<file path="src/inc/pia_pkg.sv">
// Constants and types of the paged register access slave.
`default_nettype none
package pia_pkg;

  // ---------------------------------------------------------------
  // Slave address
  // ---------------------------------------------------------------
  localparam logic [2:0] PIA_ADDR_HI = 3'h5;
  localparam logic [3:0] PIA_ADDR_LO_GND = 4'h0;
  localparam logic [3:0] PIA_ADDR_LO_VCC = 4'hf;
  localparam logic [3:0] PIA_ADDR_LO_SCL = 4'h5;
  localparam logic [3:0] PIA_ADDR_LO_SDA = 4'ha;
  localparam logic [1:0] PIA_STRAP_GND = 2'h0;
  localparam logic [1:0] PIA_STRAP_VCC = 2'h1;
  localparam logic [1:0] PIA_STRAP_SCL = 2'h2;
  localparam logic [1:0] PIA_STRAP_SDA = 2'h3;

  // ---------------------------------------------------------------
  // Register map
  // ---------------------------------------------------------------
  localparam logic [7:0] PIA_REG_IMASK = 8'hf0;
  localparam logic [7:0] PIA_REG_ISTAT = 8'hf1;
  localparam logic [7:0] PIA_REG_PAGE = 8'hfd;
  localparam logic [7:0] PIA_REG_UNLOCK = 8'hfe;
  localparam logic [7:0] PIA_UNLOCK_KEY = 8'hc5;
  localparam logic [7:0] PIA_KEY_RESET = 8'h00;
  localparam logic [7:0] PIA_PAGE_MAX = 8'h03;
  localparam logic [7:0] PIA_OPEN_FIRST = 8'h18;
  localparam logic [7:0] PIA_OPEN_LAST = 8'h2d;
  localparam logic [7:0] PIA_SHORT_FIRST = 8'h30;
  localparam logic [7:0] PIA_SHORT_LAST = 8'h45;
  localparam logic [7:0] PIA_RESET_REG = 8'h11;
  localparam logic [1:0] PIA_PAGE_LED_CONTROL = 2'h0;
  localparam logic [1:0] PIA_PAGE_PWM = 2'h1;
  localparam logic [1:0] PIA_PAGE_BREATH_SELECT = 2'h2;
  localparam logic [1:0] PIA_PAGE_FUNCTION = 2'h3;
  localparam logic [3:0] PIA_BITS_PER_BYTE = 4'h8;

  // ---------------------------------------------------------------
  // Timing
  // ---------------------------------------------------------------
  localparam int PIA_CLK_NS = 25;
  localparam int PIA_AUTO_CLR_NS = 8000000;
  localparam int PIA_AUTO_CLR_CYC =
    (PIA_AUTO_CLR_NS + PIA_CLK_NS - 1) / PIA_CLK_NS;
  localparam int PIA_LOWCNT_W = 20;

  // ---------------------------------------------------------------
  // Types
  // ---------------------------------------------------------------
  typedef enum logic [8:0] {
    PIA_S_IDLE = 9'h001,
    PIA_S_ADDR = 9'h002,
    PIA_S_AACK = 9'h004,
    PIA_S_REG = 9'h008,
    PIA_S_RGACK = 9'h010,
    PIA_S_WDATA = 9'h020,
    PIA_S_WACK = 9'h040,
    PIA_S_RDATA = 9'h080,
    PIA_S_RACK = 9'h100
  } pia_state_t;

  typedef struct packed {
    logic irq_auto_clear_en;
    logic irq_breath_done_en;
    logic irq_short_en;
    logic irq_open_en;
  } pia_mask_t;

  typedef struct packed {
    logic breath_pattern3_done;
    logic breath_pattern2_done;
    logic breath_pattern1_done;
    logic short_seen;
    logic open_seen;
  } pia_status_t;

  typedef struct packed {
    logic [2:0] breath_done;
    logic dot_short;
    logic dot_open;
  } pia_events_t;

  typedef struct packed {
    logic valid;
    logic [1:0] page;
    logic [7:0] addr;
    logic [7:0] data;
  } pia_wr_t;

  typedef struct packed {
    pia_state_t st;
    logic [3:0] cnt;
    logic [7:0] sh;
    logic rd;
    logic ack_ok;
    logic oe;
    logic [7:0] ptr;
    logic [1:0] page;
    logic [7:0] page_lock_key;
    pia_mask_t mask;
    pia_status_t status;
    logic [PIA_LOWCNT_W-1:0] lowcnt;
    logic scl_q;
    logic sda_q;
    pia_wr_t wr;
  } pia_regs_t;

endpackage
`default_nettype wire

</file>
<file path="src/verilog/pia_i2c_slave.sv">
// Paged register access slave with lock, interrupt mask and status.
//
// Function
// - Address is 101 plus four bits chosen by the address strap.
// - Bit after the address selects write (0) or read (1).
// - Data is sampled while clock is high; idle data line is high.
// - Data falling while clock high starts a transfer and address compare.
// - Data rising while clock high ends the transfer.
// - Device pulls data low during the ninth clock when address matched.
// - Register address byte follows the address and is acknowledged.
// - Every written data byte is received MSB first and acknowledged.
// - The register pointer advances by one with each data acknowledge.
// - Only unlock, status, page-zero open/short, page-three reset read back.
// - Read is write of address, repeated start, address with read bit.
// - Page codes 0 to 3 select the four pages; others are reserved.
// - Page selector holds page zero after reset.
// - Page selector ignores writes until unlocked.
// - Key c5 allows one page write, then the lock returns to zero.
// - Lock register reads back and resets to zero.
// - Mask holds auto clear in bit 3 and event enables in bits 2..0.
// - With auto clear set, status clears after output low over 8 ms.
// - Each enable lets its event raise the interrupt; zero suppresses it.
// - Status shows three breath finishes, short and open, reset zero.
`timescale 1ns/10ps
`default_nettype none
module pia_i2c_slave
  import pia_pkg::*;
#(
  parameter int unsigned AUTO_CLR_CYCLES = PIA_AUTO_CLR_CYC
) (
  input wire logic ref_clk,
  input wire logic sys_rst,
  input wire logic scl_in,
  input wire logic sda_in,
  output logic sda_out,
  output logic sda_oe,
  input wire logic [1:0] addr_strap,
  input wire pia_events_t events,
  input wire logic [7:0] ext_rdata,
  output logic [7:0] rd_addr,
  output logic [1:0] page_sel,
  output pia_wr_t reg_wr,
  output logic interrupt_out_n
);

  // ---------------------------------------------------------------
  // Input synchronisation and bus conditions
  // ---------------------------------------------------------------
  logic scl_s;
  logic sda_s;
  logic [1:0] strap_s;
  pia_regs_t q_ff;
  pia_regs_t nxt_q;

  pia_sync #(
    .W(4)
  ) u_sync (
    .ref_clk(ref_clk),
    .sys_rst(sys_rst),
    .async_in({scl_in, sda_in, addr_strap}),
    .sync_out({scl_s, sda_s, strap_s})
  );

  logic scl_rise;
  logic scl_fall;
  logic start;
  logic stop;
  logic [3:0] addr_lo;

  assign scl_rise = scl_s & ~q_ff.scl_q;
  assign scl_fall = ~scl_s & q_ff.scl_q;
  assign start = scl_s & q_ff.scl_q & q_ff.sda_q & ~sda_s;
  assign stop = scl_s & q_ff.scl_q & ~q_ff.sda_q & sda_s;

  // ---------------------------------------------------------------
  // Decoding helpers
  // ---------------------------------------------------------------
  function automatic logic [3:0] strap_addr(input logic [1:0] s);
    case (s)
      PIA_STRAP_GND: strap_addr = PIA_ADDR_LO_GND;
      PIA_STRAP_VCC: strap_addr = PIA_ADDR_LO_VCC;
      PIA_STRAP_SCL: strap_addr = PIA_ADDR_LO_SCL;
      default: strap_addr = PIA_ADDR_LO_SDA;
    endcase
  endfunction

  function automatic logic ext_rd(input logic [1:0] pg,
                                  input logic [7:0] a);
    ext_rd = (pg == PIA_PAGE_LED_CONTROL &&
              ((a >= PIA_OPEN_FIRST && a <= PIA_OPEN_LAST) ||
               (a >= PIA_SHORT_FIRST && a <= PIA_SHORT_LAST))) ||
             (pg == PIA_PAGE_FUNCTION && a == PIA_RESET_REG);
  endfunction

  function automatic logic [7:0] rd_byte(input pia_regs_t r,
                                         input logic [7:0] ext);
    if (r.ptr == PIA_REG_UNLOCK) begin
      rd_byte = r.page_lock_key;
    end else if (r.ptr == PIA_REG_ISTAT) begin
      rd_byte = {3'h0, r.status};
    end else if (ext_rd(r.page, r.ptr)) begin
      rd_byte = ext;
    end else begin
      rd_byte = 8'h00;
    end
  endfunction

  assign addr_lo = strap_addr(strap_s);

  // ---------------------------------------------------------------
  // Next state
  // ---------------------------------------------------------------
  logic load;
  logic [4:0] clr;
  logic [4:0] ev;

  always_comb begin
    nxt_q = q_ff;
    load = 1'b0;
    clr = 5'h00;
    nxt_q.wr.valid = 1'b0;
    nxt_q.scl_q = scl_s;
    nxt_q.sda_q = sda_s;
    if (start) begin
      nxt_q.st = PIA_S_ADDR;
      nxt_q.cnt = 4'h0;
      nxt_q.oe = 1'b0;
    end else if (stop) begin
      nxt_q.st = PIA_S_IDLE;
      nxt_q.oe = 1'b0;
    end else if (scl_rise) begin
      case (q_ff.st)
        PIA_S_ADDR, PIA_S_REG, PIA_S_WDATA: begin
          nxt_q.sh = {q_ff.sh[6:0], sda_s};
          nxt_q.cnt = q_ff.cnt + 4'h1;
        end
        PIA_S_RACK: nxt_q.ack_ok = ~sda_s;
        default: ;
      endcase
    end else if (scl_fall) begin
      case (q_ff.st)
        PIA_S_ADDR: begin
          if (q_ff.cnt == PIA_BITS_PER_BYTE) begin
            if (q_ff.sh[7:1] == {PIA_ADDR_HI, addr_lo}) begin
              nxt_q.st = PIA_S_AACK;
              nxt_q.oe = 1'b1;
              nxt_q.rd = q_ff.sh[0];
            end else begin
              nxt_q.st = PIA_S_IDLE;
            end
          end
        end
        PIA_S_AACK: begin
          if (q_ff.rd) begin
            load = 1'b1;
          end else begin
            nxt_q.st = PIA_S_REG;
            nxt_q.oe = 1'b0;
            nxt_q.cnt = 4'h0;
          end
        end
        PIA_S_REG: begin
          if (q_ff.cnt == PIA_BITS_PER_BYTE) begin
            nxt_q.ptr = q_ff.sh;
            nxt_q.st = PIA_S_RGACK;
            nxt_q.oe = 1'b1;
          end
        end
        PIA_S_RGACK, PIA_S_WACK: begin
          nxt_q.st = PIA_S_WDATA;
          nxt_q.oe = 1'b0;
          nxt_q.cnt = 4'h0;
        end
        PIA_S_WDATA: begin
          if (q_ff.cnt == PIA_BITS_PER_BYTE) begin
            nxt_q.st = PIA_S_WACK;
            nxt_q.oe = 1'b1;
            nxt_q.ptr = q_ff.ptr + 8'h01;
            case (q_ff.ptr)
              PIA_REG_IMASK: nxt_q.mask = pia_mask_t'(q_ff.sh[3:0]);
              PIA_REG_UNLOCK: nxt_q.page_lock_key = q_ff.sh;
              PIA_REG_PAGE: begin
                if (q_ff.page_lock_key == PIA_UNLOCK_KEY) begin
                  nxt_q.page_lock_key = PIA_KEY_RESET;
                  if (q_ff.sh <= PIA_PAGE_MAX) begin
                    nxt_q.page = q_ff.sh[1:0];
                  end
                end
              end
              PIA_REG_ISTAT: ;
              default: begin
                nxt_q.wr.valid = ~ext_rd(q_ff.page, q_ff.ptr);
                nxt_q.wr.page = q_ff.page;
                nxt_q.wr.addr = q_ff.ptr;
                nxt_q.wr.data = q_ff.sh;
              end
            endcase
          end
        end
        PIA_S_RDATA: begin
          if (q_ff.cnt == 4'h7) begin
            nxt_q.st = PIA_S_RACK;
            nxt_q.oe = 1'b0;
          end else begin
            nxt_q.cnt = q_ff.cnt + 4'h1;
            nxt_q.sh = {q_ff.sh[6:0], 1'b0};
            nxt_q.oe = ~q_ff.sh[6];
          end
        end
        PIA_S_RACK: begin
          if (q_ff.ack_ok) begin
            load = 1'b1;
          end else begin
            nxt_q.st = PIA_S_IDLE;
          end
        end
        default: ;
      endcase
    end
    // Reading status clears it, but an event arriving now still sticks.
    if (load) begin
      nxt_q.st = PIA_S_RDATA;
      nxt_q.cnt = 4'h0;
      nxt_q.sh = rd_byte(q_ff, ext_rdata);
      nxt_q.oe = ~nxt_q.sh[7];
      nxt_q.ptr = q_ff.ptr + 8'h01;
      if (q_ff.ptr == PIA_REG_ISTAT) begin
        clr = 5'h1f;
      end
    end
    // The low-time counter only runs while auto clear is enabled.
    if (|q_ff.status && q_ff.mask.irq_auto_clear_en) begin
      nxt_q.lowcnt = q_ff.lowcnt + 20'h00001;
      if (q_ff.lowcnt > 20'(AUTO_CLR_CYCLES)) begin
        clr = 5'h1f;
        nxt_q.lowcnt = '0;
      end
    end else begin
      nxt_q.lowcnt = '0;
    end
    ev = events & {{3{q_ff.mask.irq_breath_done_en}},
                   q_ff.mask.irq_short_en, q_ff.mask.irq_open_en};
    nxt_q.status = pia_status_t'((q_ff.status & ~clr) | ev);
  end

  always_ff @(posedge ref_clk) begin
    if (sys_rst) begin
      q_ff <= '0;
      q_ff.st <= PIA_S_IDLE;
      q_ff.page <= PIA_PAGE_LED_CONTROL;
      q_ff.page_lock_key <= PIA_KEY_RESET;
      q_ff.scl_q <= 1'b1;
      q_ff.sda_q <= 1'b1;
    end else begin
      q_ff <= nxt_q;
    end
  end

  // ---------------------------------------------------------------
  // Outputs
  // ---------------------------------------------------------------
  // The data pin is open drain: the low level is fixed, only enable moves.
  assign sda_out = 1'b0;
  assign sda_oe = q_ff.oe;
  assign rd_addr = q_ff.ptr;
  assign page_sel = q_ff.page;
  assign reg_wr = q_ff.wr;
  assign interrupt_out_n = ~|q_ff.status;
endmodule // pia_i2c_slave
`default_nettype wire

</file>
<file path="src/verilog/pia_sync.sv">
// Two-stage synchroniser for inputs from outside the clock domain.
`timescale 1ns/10ps
`default_nettype none
module pia_sync
  import pia_pkg::*;
#(
  parameter int W = 4
) (
  input wire logic ref_clk,
  input wire logic sys_rst,
  input wire logic [W-1:0] async_in,
  output logic [W-1:0] sync_out
);

  typedef struct packed {
    logic [W-1:0] s1;
    logic [W-1:0] s2;
  } pia_sync_t;

  pia_sync_t q_ff;
  pia_sync_t nxt_q;

  // Only the second stage is visible outside; the first may be metastable.
  always_comb begin
    nxt_q.s1 = async_in;
    nxt_q.s2 = q_ff.s1;
  end

  always_ff @(posedge ref_clk) begin
    if (sys_rst) begin
      q_ff <= '1;
    end else begin
      q_ff <= nxt_q;
    end
  end

  assign sync_out = q_ff.s2;

endmodule // pia_sync
`default_nettype wire
</file>
<file path="config.mk">
export PLATFORM = sky130hd
export DESIGN_NAME = pia_i2c_slave
export DESIGN_NICKNAME = d
export VERILOG_FILES = /design/src/inc/pia_pkg.sv /design/src/verilog/pia_i2c_slave.sv /design/src/verilog/pia_sync.sv
export SDC_FILE = /design/constraint.sdc
export NUM_CORES = 1
export LEC_CHECK = 0
export BUFFER_PORTS_ARGS = -buffer_cell sky130_fd_sc_hd__buf_2
export CORE_ASPECT_RATIO = 1.5
export CORE_UTILIZATION = 40
export CTS_CLUSTER_SIZE = 12
export DETAILED_ROUTE_END_ITERATION = 10
export SETUP_SLACK_MARGIN = 0.5
export SLEW_MARGIN = 20
export SYNTH_ARGS = -nofsm -noshare
export SYNTH_HDL_FRONTEND = slang
export SYNTH_HIERARCHICAL = 1
export SYNTH_SLANG_ARGS = --single-unit
</file>
<file path="constraint.sdc">
create_clock -name ref_clk -period 7.2 [get_ports ref_clk]
set_clock_uncertainty 0.2 [all_clocks]
set_input_delay 1.08 -clock ref_clk [delete_from_list [all_inputs] [get_ports ref_clk]]
set_output_delay 1.08 -clock ref_clk [all_outputs]
set_load 0.1 [all_outputs]
</file>
# ---- Word-level counts from Yosys, hierarchy flattened
# Index checks and enable logic that the tools add are counted.
dict set report word_totals {
  output_inout_bits 32
  wordCells 238
  reg_bits 100
  inputBits 19
}
dict set report classes {
  bitwise_logic 26
  muxes 76
  reduce_logical 45
  order_cmp 6
  n_eq_ne 53
  add_sub_neg 3
}
# op n
set op_table {}
lappend op_table {{$mux W10} 9}
lappend op_table {{$mux W12} 6}
lappend op_table {{$mux W23} 3}
lappend op_table {{$mux W13} 5}
lappend op_table {{$mux W9} 7}
lappend op_table {{$pmux W9 S7} 1}
lappend op_table {{$mux W8} 7}
lappend op_table {{$ne A5 B5 Y1 const B} 9}
lappend op_table {{$mux W22} 2}
lappend op_table {{$eq A8 B8 Y1 const B} 5}
lappend op_table {{$reduce_and A9 Y1} 4}
lappend op_table {{$pmux W8 S2} 2}
lappend op_table {{$mux W14} 2}
lappend op_table {{$reduce_and A7 Y1} 4}
lappend op_table {{$ne A4 B4 Y1 const B} 6}
lappend op_table {{$pmux W4 S3} 2}
lappend op_table {{$mux W21} 1}
lappend op_table {{$add A20 B1 Y20 const B} 1}
lappend op_table {{$gt A20 B19 Y1 const B} 1}
lappend op_table {{$mux W20} 1}
lappend op_table {{$mux W5} 4}
lappend op_table {{$mux W1} 18}
lappend op_table {{$reduce_bool A9 Y1} 2}
lappend op_table {{$ne A8 B8 Y1 const B} 2}
lappend op_table {{54 further kinds} 105}

# ---- Longest topological paths before layout
dict set report depth {
  ltp_word 18
  mapped_depth 10
  mapped_depth_nobuf 8
}

# ---- Modules after synthesis
# The synthesis kept the hierarchy.
# mod cells_per_inst n_inst area_per_inst_um2
set modules_own_cells {}
lappend modules_own_cells {pia_i2c_slave 624 1 5223.8}
lappend modules_own_cells {pia_sync 16 1 210.2}

# ---- Least setup slack after synthesis
# No wires, ideal clock.
dict set report synth_timing {
  path_type {flip-flop to output port}
  from {reg q_ff[45] (netlist name)}
  to {out interrupt_out_n}
  stages_incl_launch_ff 3
  setup_slack_ns 3.834
  t_arrival_ns 2.086
  path_buffers 0
  path_cell_list {dfxtp_1 -> or4_1 -> nor2_1}
}
dict set report synth_between {
  elab_chain_len 2
}
# element line_no
set synth_lines {}
lappend synth_lines {{start, declared} pia_i2c_slave.sv:52} ;# pia_regs_t q_ff;
lappend synth_lines {{start signal, assigned} pia_i2c_slave.sv:255} ;# q_ff <= nxt_q;
lappend synth_lines {{$reduce_or A5 Y1} pia_i2c_slave.sv:268} ;# assign interrupt_out_n = ~|q_ff.status;
lappend synth_lines {{$logic_not A1 Y1} pia_i2c_slave.sv:268}
lappend synth_lines {{end, declared} pia_i2c_slave.sv:43} ;# output logic interrupt_out_n
# No other way between the ends.

# ---- Final worst setup path
dict set report layout_timing {
  from {reg q_ff[85] (netlist name)}
  to {reg q_ff, in the netlist rd_addr[7]}
}
dict set report layout_between {
  elab_chain_len 8
  word_cells_on_any_way 23
  cone_classes {eq/ne: 9; mux: 11; reduce/logical: 3}
}
# element line_no
set layout_lines {}
lappend layout_lines {{$eq A9 B9 Y1 / $eq A9 B3 Y1 (equally long branches)} pia_i2c_slave.sv:141} ;# case (q_ff.st)
lappend layout_lines {{$pmux W1 S2} pia_i2c_slave.sv:141}
lappend layout_lines {{$mux W1} pia_i2c_slave.sv:140} ;# end else if (scl_fall) begin
lappend layout_lines {{$mux W1} pia_i2c_slave.sv:131} ;# end else if (scl_rise) begin
lappend layout_lines {{$mux W1} pia_i2c_slave.sv:128} ;# end else if (stop) begin
lappend layout_lines {{$mux W1} pia_i2c_slave.sv:124} ;# if (start) begin
lappend layout_lines {{$ne A3 B3 Y1 (no source line) (tied with other cells)} n/a}
lappend layout_lines {{$reduce_and A7 Y1 (no source line)} n/a}
# Several ways; a longest one is shown, not always the timed one. The select of a mux whose other input is x is not followed.
# A chain may end at the register's enable or synchronous reset.

==> flow_metrics.py <==
metrics = {
    "critical_path": {
        "r2r_slack_ns": 4.07,
        "rr_endpoint": "rd_addr[7]$_SDFFE_PP0P_",
        "r2r_start": "q_ff[85]$_SDFFE_PP0P_",
        "cp_top_family": "simple AND/OR/NAND/NOR gates",
        "cpPeakStageDelay_ns": 0.66,
        "slowest_stage": "dfxtp_1",
        "worst-path-max-fanout": 16,
        "critPathMostFrequentCell": "a21oi_1",
        "path_cells": "nor3b_1 > nand4_1 > a21oi_1 > buf_4 > o2111ai_4 > or3_1 > a21oi_1",
        "cp-start-kind": "flip-flop",
        "path_buf_inv": 1,
        "crit_type": "flip-flop to flip-flop",
        "cp_data_arrival_time_ns": 3.21,
        "critPathRequiredTime_ns": 7.28,
        "cp-end-kind": "flip-flop",
        "ff2ff_path_depth": 7,
    },
    "cts": {
        "cts_sinks": 100,
        "cts-buffers-inserted": 9,
        "post_cts_buffers": 0,
        "h-tree-depth": 3,
        "cts_buffer_depth": 2,
        "ctsHoldBuffers": 0,
        "clk_pin_slew_worst_paths_ns": 0.07,
        "cts_resized": 0,
        "cts_tree": "yes",
        "insertion_delay_ns": 0.36,
        "cts-root-buf": "clkbuf_16",
    },
    "grt": {
        "grt_max_degree": 65,
        "grt_use_total": 0.201,
        "grt_antenna_before_repair": 0,
        "gr-total-overflow": 0,
        "grt_pass1_wl_mm": 22.6,
        "grt_pass1_vias": 4500,
    },
    "placed_design": {
        "portBuffers": 49,
        "dp_slack_ns": 4.09,
        "place_congestion": 0.912,
        "dp_hpwl_mm": 10.2,
    },
    "power": {
        "p_per_area_nw_per_um2": 197,
        "peakVddDrop_mv": 0.139,
        "leakage_uw": 0.00224,
    },
    "final_layout": {
        "nNetsFinal": 672,
        "diodes": 0,
        "area_growth_pct": 7.81,
        "drive_gt1_frac": 0.127,
        "utilization": 0.446,
    },
    "floorplanning": {
        "die_h_um": 145,
        "rows": 51,
        "die_w_um": 97.2,
        "core_um2": 13100,
        "dieArea_um2": 14100,
        "pin_count": 51,
        "initial_core_util": 0.413,
    },
    "synthesis": {
        "synthArstFlopShare": 0,
        "yosysMostFrequentCell": "dfxtp_1",
        "netlist_area_um2": 5430,
        "synthCells": 640,
        "synth-seq-cells": 100,
        "ys_seq_area_frac": 0.368,
        "netlist_top_cells_area": "dfxtp_1 (37%), nor2_1 (5.0%), mux2i_1 (4.6%)",
        "synth-edff-count": 0,
        "synthTopCellsByCount": "dfxtp_1 (100), nor2_1 (73), nand2_1 (48), nand3_1 (38), buf_4 (32)",
        "synth_cell_types": 74,
        "synth-main-ff-cell": "dfxtp_1",
        "synth_top_area_share": 0.368,
        "synth_warnings": 6,
        "postSynthAreaPerCell_um2": 8.49,
        "yosysTopAreaCell": "dfxtp_1",
    },
    "timing": {
        "worst_slew_pin_slew_ns": 0.850,
        "fin_crit_sh": 0.434,
        "finalMaxSlewViolations": 0,
        "grt_setup_unrepaired": "no",
        "finalSetupViolCount": 0,
        "setup_tns_ns": 0,
        "fmax_ghz": 0.320,
        "hold_viol": 0,
        "max-slew-margin-rel": 0.429,
        "fin_crit_ns": 3.13,
        "setup_ws_ns": 4.07,
    },
    "run_status": {
        "status": "finished, final reports clean",
    },
    "drt": {
        "vias_per_cell": 5.84,
        "antenna_left": 0,
        "first_pass_iters": 5,
        "routed_wl_mm": 13.9,
        "routedWlPerCell_um": 17.3,
        "via_count": 4693,
        "drc_errors": 0,
        "drt-initial-drc-count": 329,
    },
    "min_path": {
        "holdPathStages": 1,
        "hold_end": "u_sync/sync_out[2]$_SDFF_PP1_",
        "hp-start": "u_sync/nxt_q[2]$_SDFF_PP1_",
        "min_path_type": "flip-flop to flip-flop",
    },
    "flow_run": {
        "max_cap_violations": 0,
    },
}
-- kinds of logic after synthesis --
group | share of synthesized area
XOR/XNOR | 0.0419
buffers and inverters | 0.0822
flip-flops | 0.368
AND/OR/NAND/NOR | 0.258
multiplexers | 0.0461
adder cells (fa/ha/maj) | 0.0299
other | 0.000690
AO/OA/AOI/OAI | 0.172
-- power breakdown --
group	switching (uW)	total (uW)	internal (uW)
Sequential	3.55	560	556
Clock	237	551	314
Combinational	28.8	41.5	12.6
-- through the flow --
stage	hold slack (ns)	total power [uW]	instance area, um2	std cells
floorplan	0.183	600	5440	641
global placement	0.198	613	5520	788
detailed placement	0.191	614	5520	788
CTS	0.208	1160	5860	804
global route	0.219	1180	5860	804
finish	0.205	1150	5860	804
-- worst max path at each step --
| stage | start | cells after the start | slack, ns | endpoint |
|---|---|---|---|---|
| floorplan | q_ff[45]$_SDFF_PP0_ | 2 | 3.83 | interrupt_out_n |
| global placement | sys_rst | 6 | 4.08 | rd_addr[3]$_SDFFE_PP0P_ |
| detailed placement | sys_rst | 6 | 4.09 | rd_addr[3]$_SDFFE_PP0P_ |
| CTS | q_ff[91]$_SDFFE_PP0P_ | 6 | 4.14 | q_ff[55]$_SDFFE_PP0P_ |
| global route | q_ff[85]$_SDFFE_PP0P_ | 7 | 3.93 | rd_addr[7]$_SDFFE_PP0P_ |
| finish | q_ff[85]$_SDFFE_PP0P_ | 7 | 4.07 | rd_addr[7]$_SDFFE_PP0P_ |
-- sequential cells by signal (all words and copies together) (netlist names) --
signal / count
q_ff: 62
sda_oe: 1
reg_wr: 19
rd_addr: 8
u_sync/nxt_q: 4
page_sel: 2
u_sync/sync_out: 4
-- routing by layer --
metal	global-route usage	routed length, um	part of all wire
met5	0	0	0
met1	0.219	5770	0.41
met4	0.0927	375	0.027
met3	0.0331	493	0.035
met2	0.378	7280	0.52
-- final cells by class --
cell class / instances / area (um2)
Fill cell: 1299 / 7290
Tap cell: 159 / 199
Sequential cell: 100 / 2000
Timing Repair Buffer: 52 / 268
Clock buffer: 9 / 225
Clock inverter: 7 / 115
Multi-Input combinational cell: 461 / 2990
Inverter: 16 / 60.1
-- cell usage in the layout, fill, tap and decap left out, types with 3 or more instances in the layout --
cell type | synthesis | layout
clkbuf_16 | 0 | 9
a32o_1 | 5 | 5
a31oi_1 | 3 | 3
a21o_1 | 3 | 3
o31a_1 | 3 | 3
or2_1 | 8 | 8
a311oi_1 | 5 | 5
nor4b_1 | 4 | 4
xor2_1 | 15 | 15
mux2i_1 | 25 | 25
inv_1 | 16 | 16
a31o_1 | 5 | 5
or4b_1 | 3 | 3
o21ai_1 | 9 | 9
o31ai_1 | 3 | 3
nand2_1 | 48 | 48
a21oi_1 | 28 | 28
a21boi_1 | 3 | 3
nor3_1 | 19 | 19
dfxtp_1 | 100 | 100
a221o_1 | 7 | 7
and3_1 | 8 | 8
o21ai_0 | 15 | 15
or3_1 | 7 | 7
nor2_1 | 73 | 73
a22oi_1 | 8 | 8
or4_1 | 5 | 5
nor4_1 | 4 | 4
nand3_1 | 38 | 38
ha_1 | 13 | 13
o211ai_1 | 9 | 9
xnor2_1 | 11 | 11
buf_4 | 32 | 3
nand2b_1 | 4 | 4
and4_1 | 4 | 4
nor3b_1 | 5 | 5
nor2b_1 | 5 | 5
buf_2 | 3 | 49
nand4_1 | 13 | 13
-- worst register-to-register path, cell delays in order, from the launching register on --
cell       delay (ns)
dfxtp_1          0.66
nor3b_1          0.49
nand4_1          0.39
a21oi_1          0.24
buf_4            0.23
o2111ai_4        0.28
or3_1            0.43
a21oi_1          0.14
Note: power is estimated with default switching activity, not from simulation.
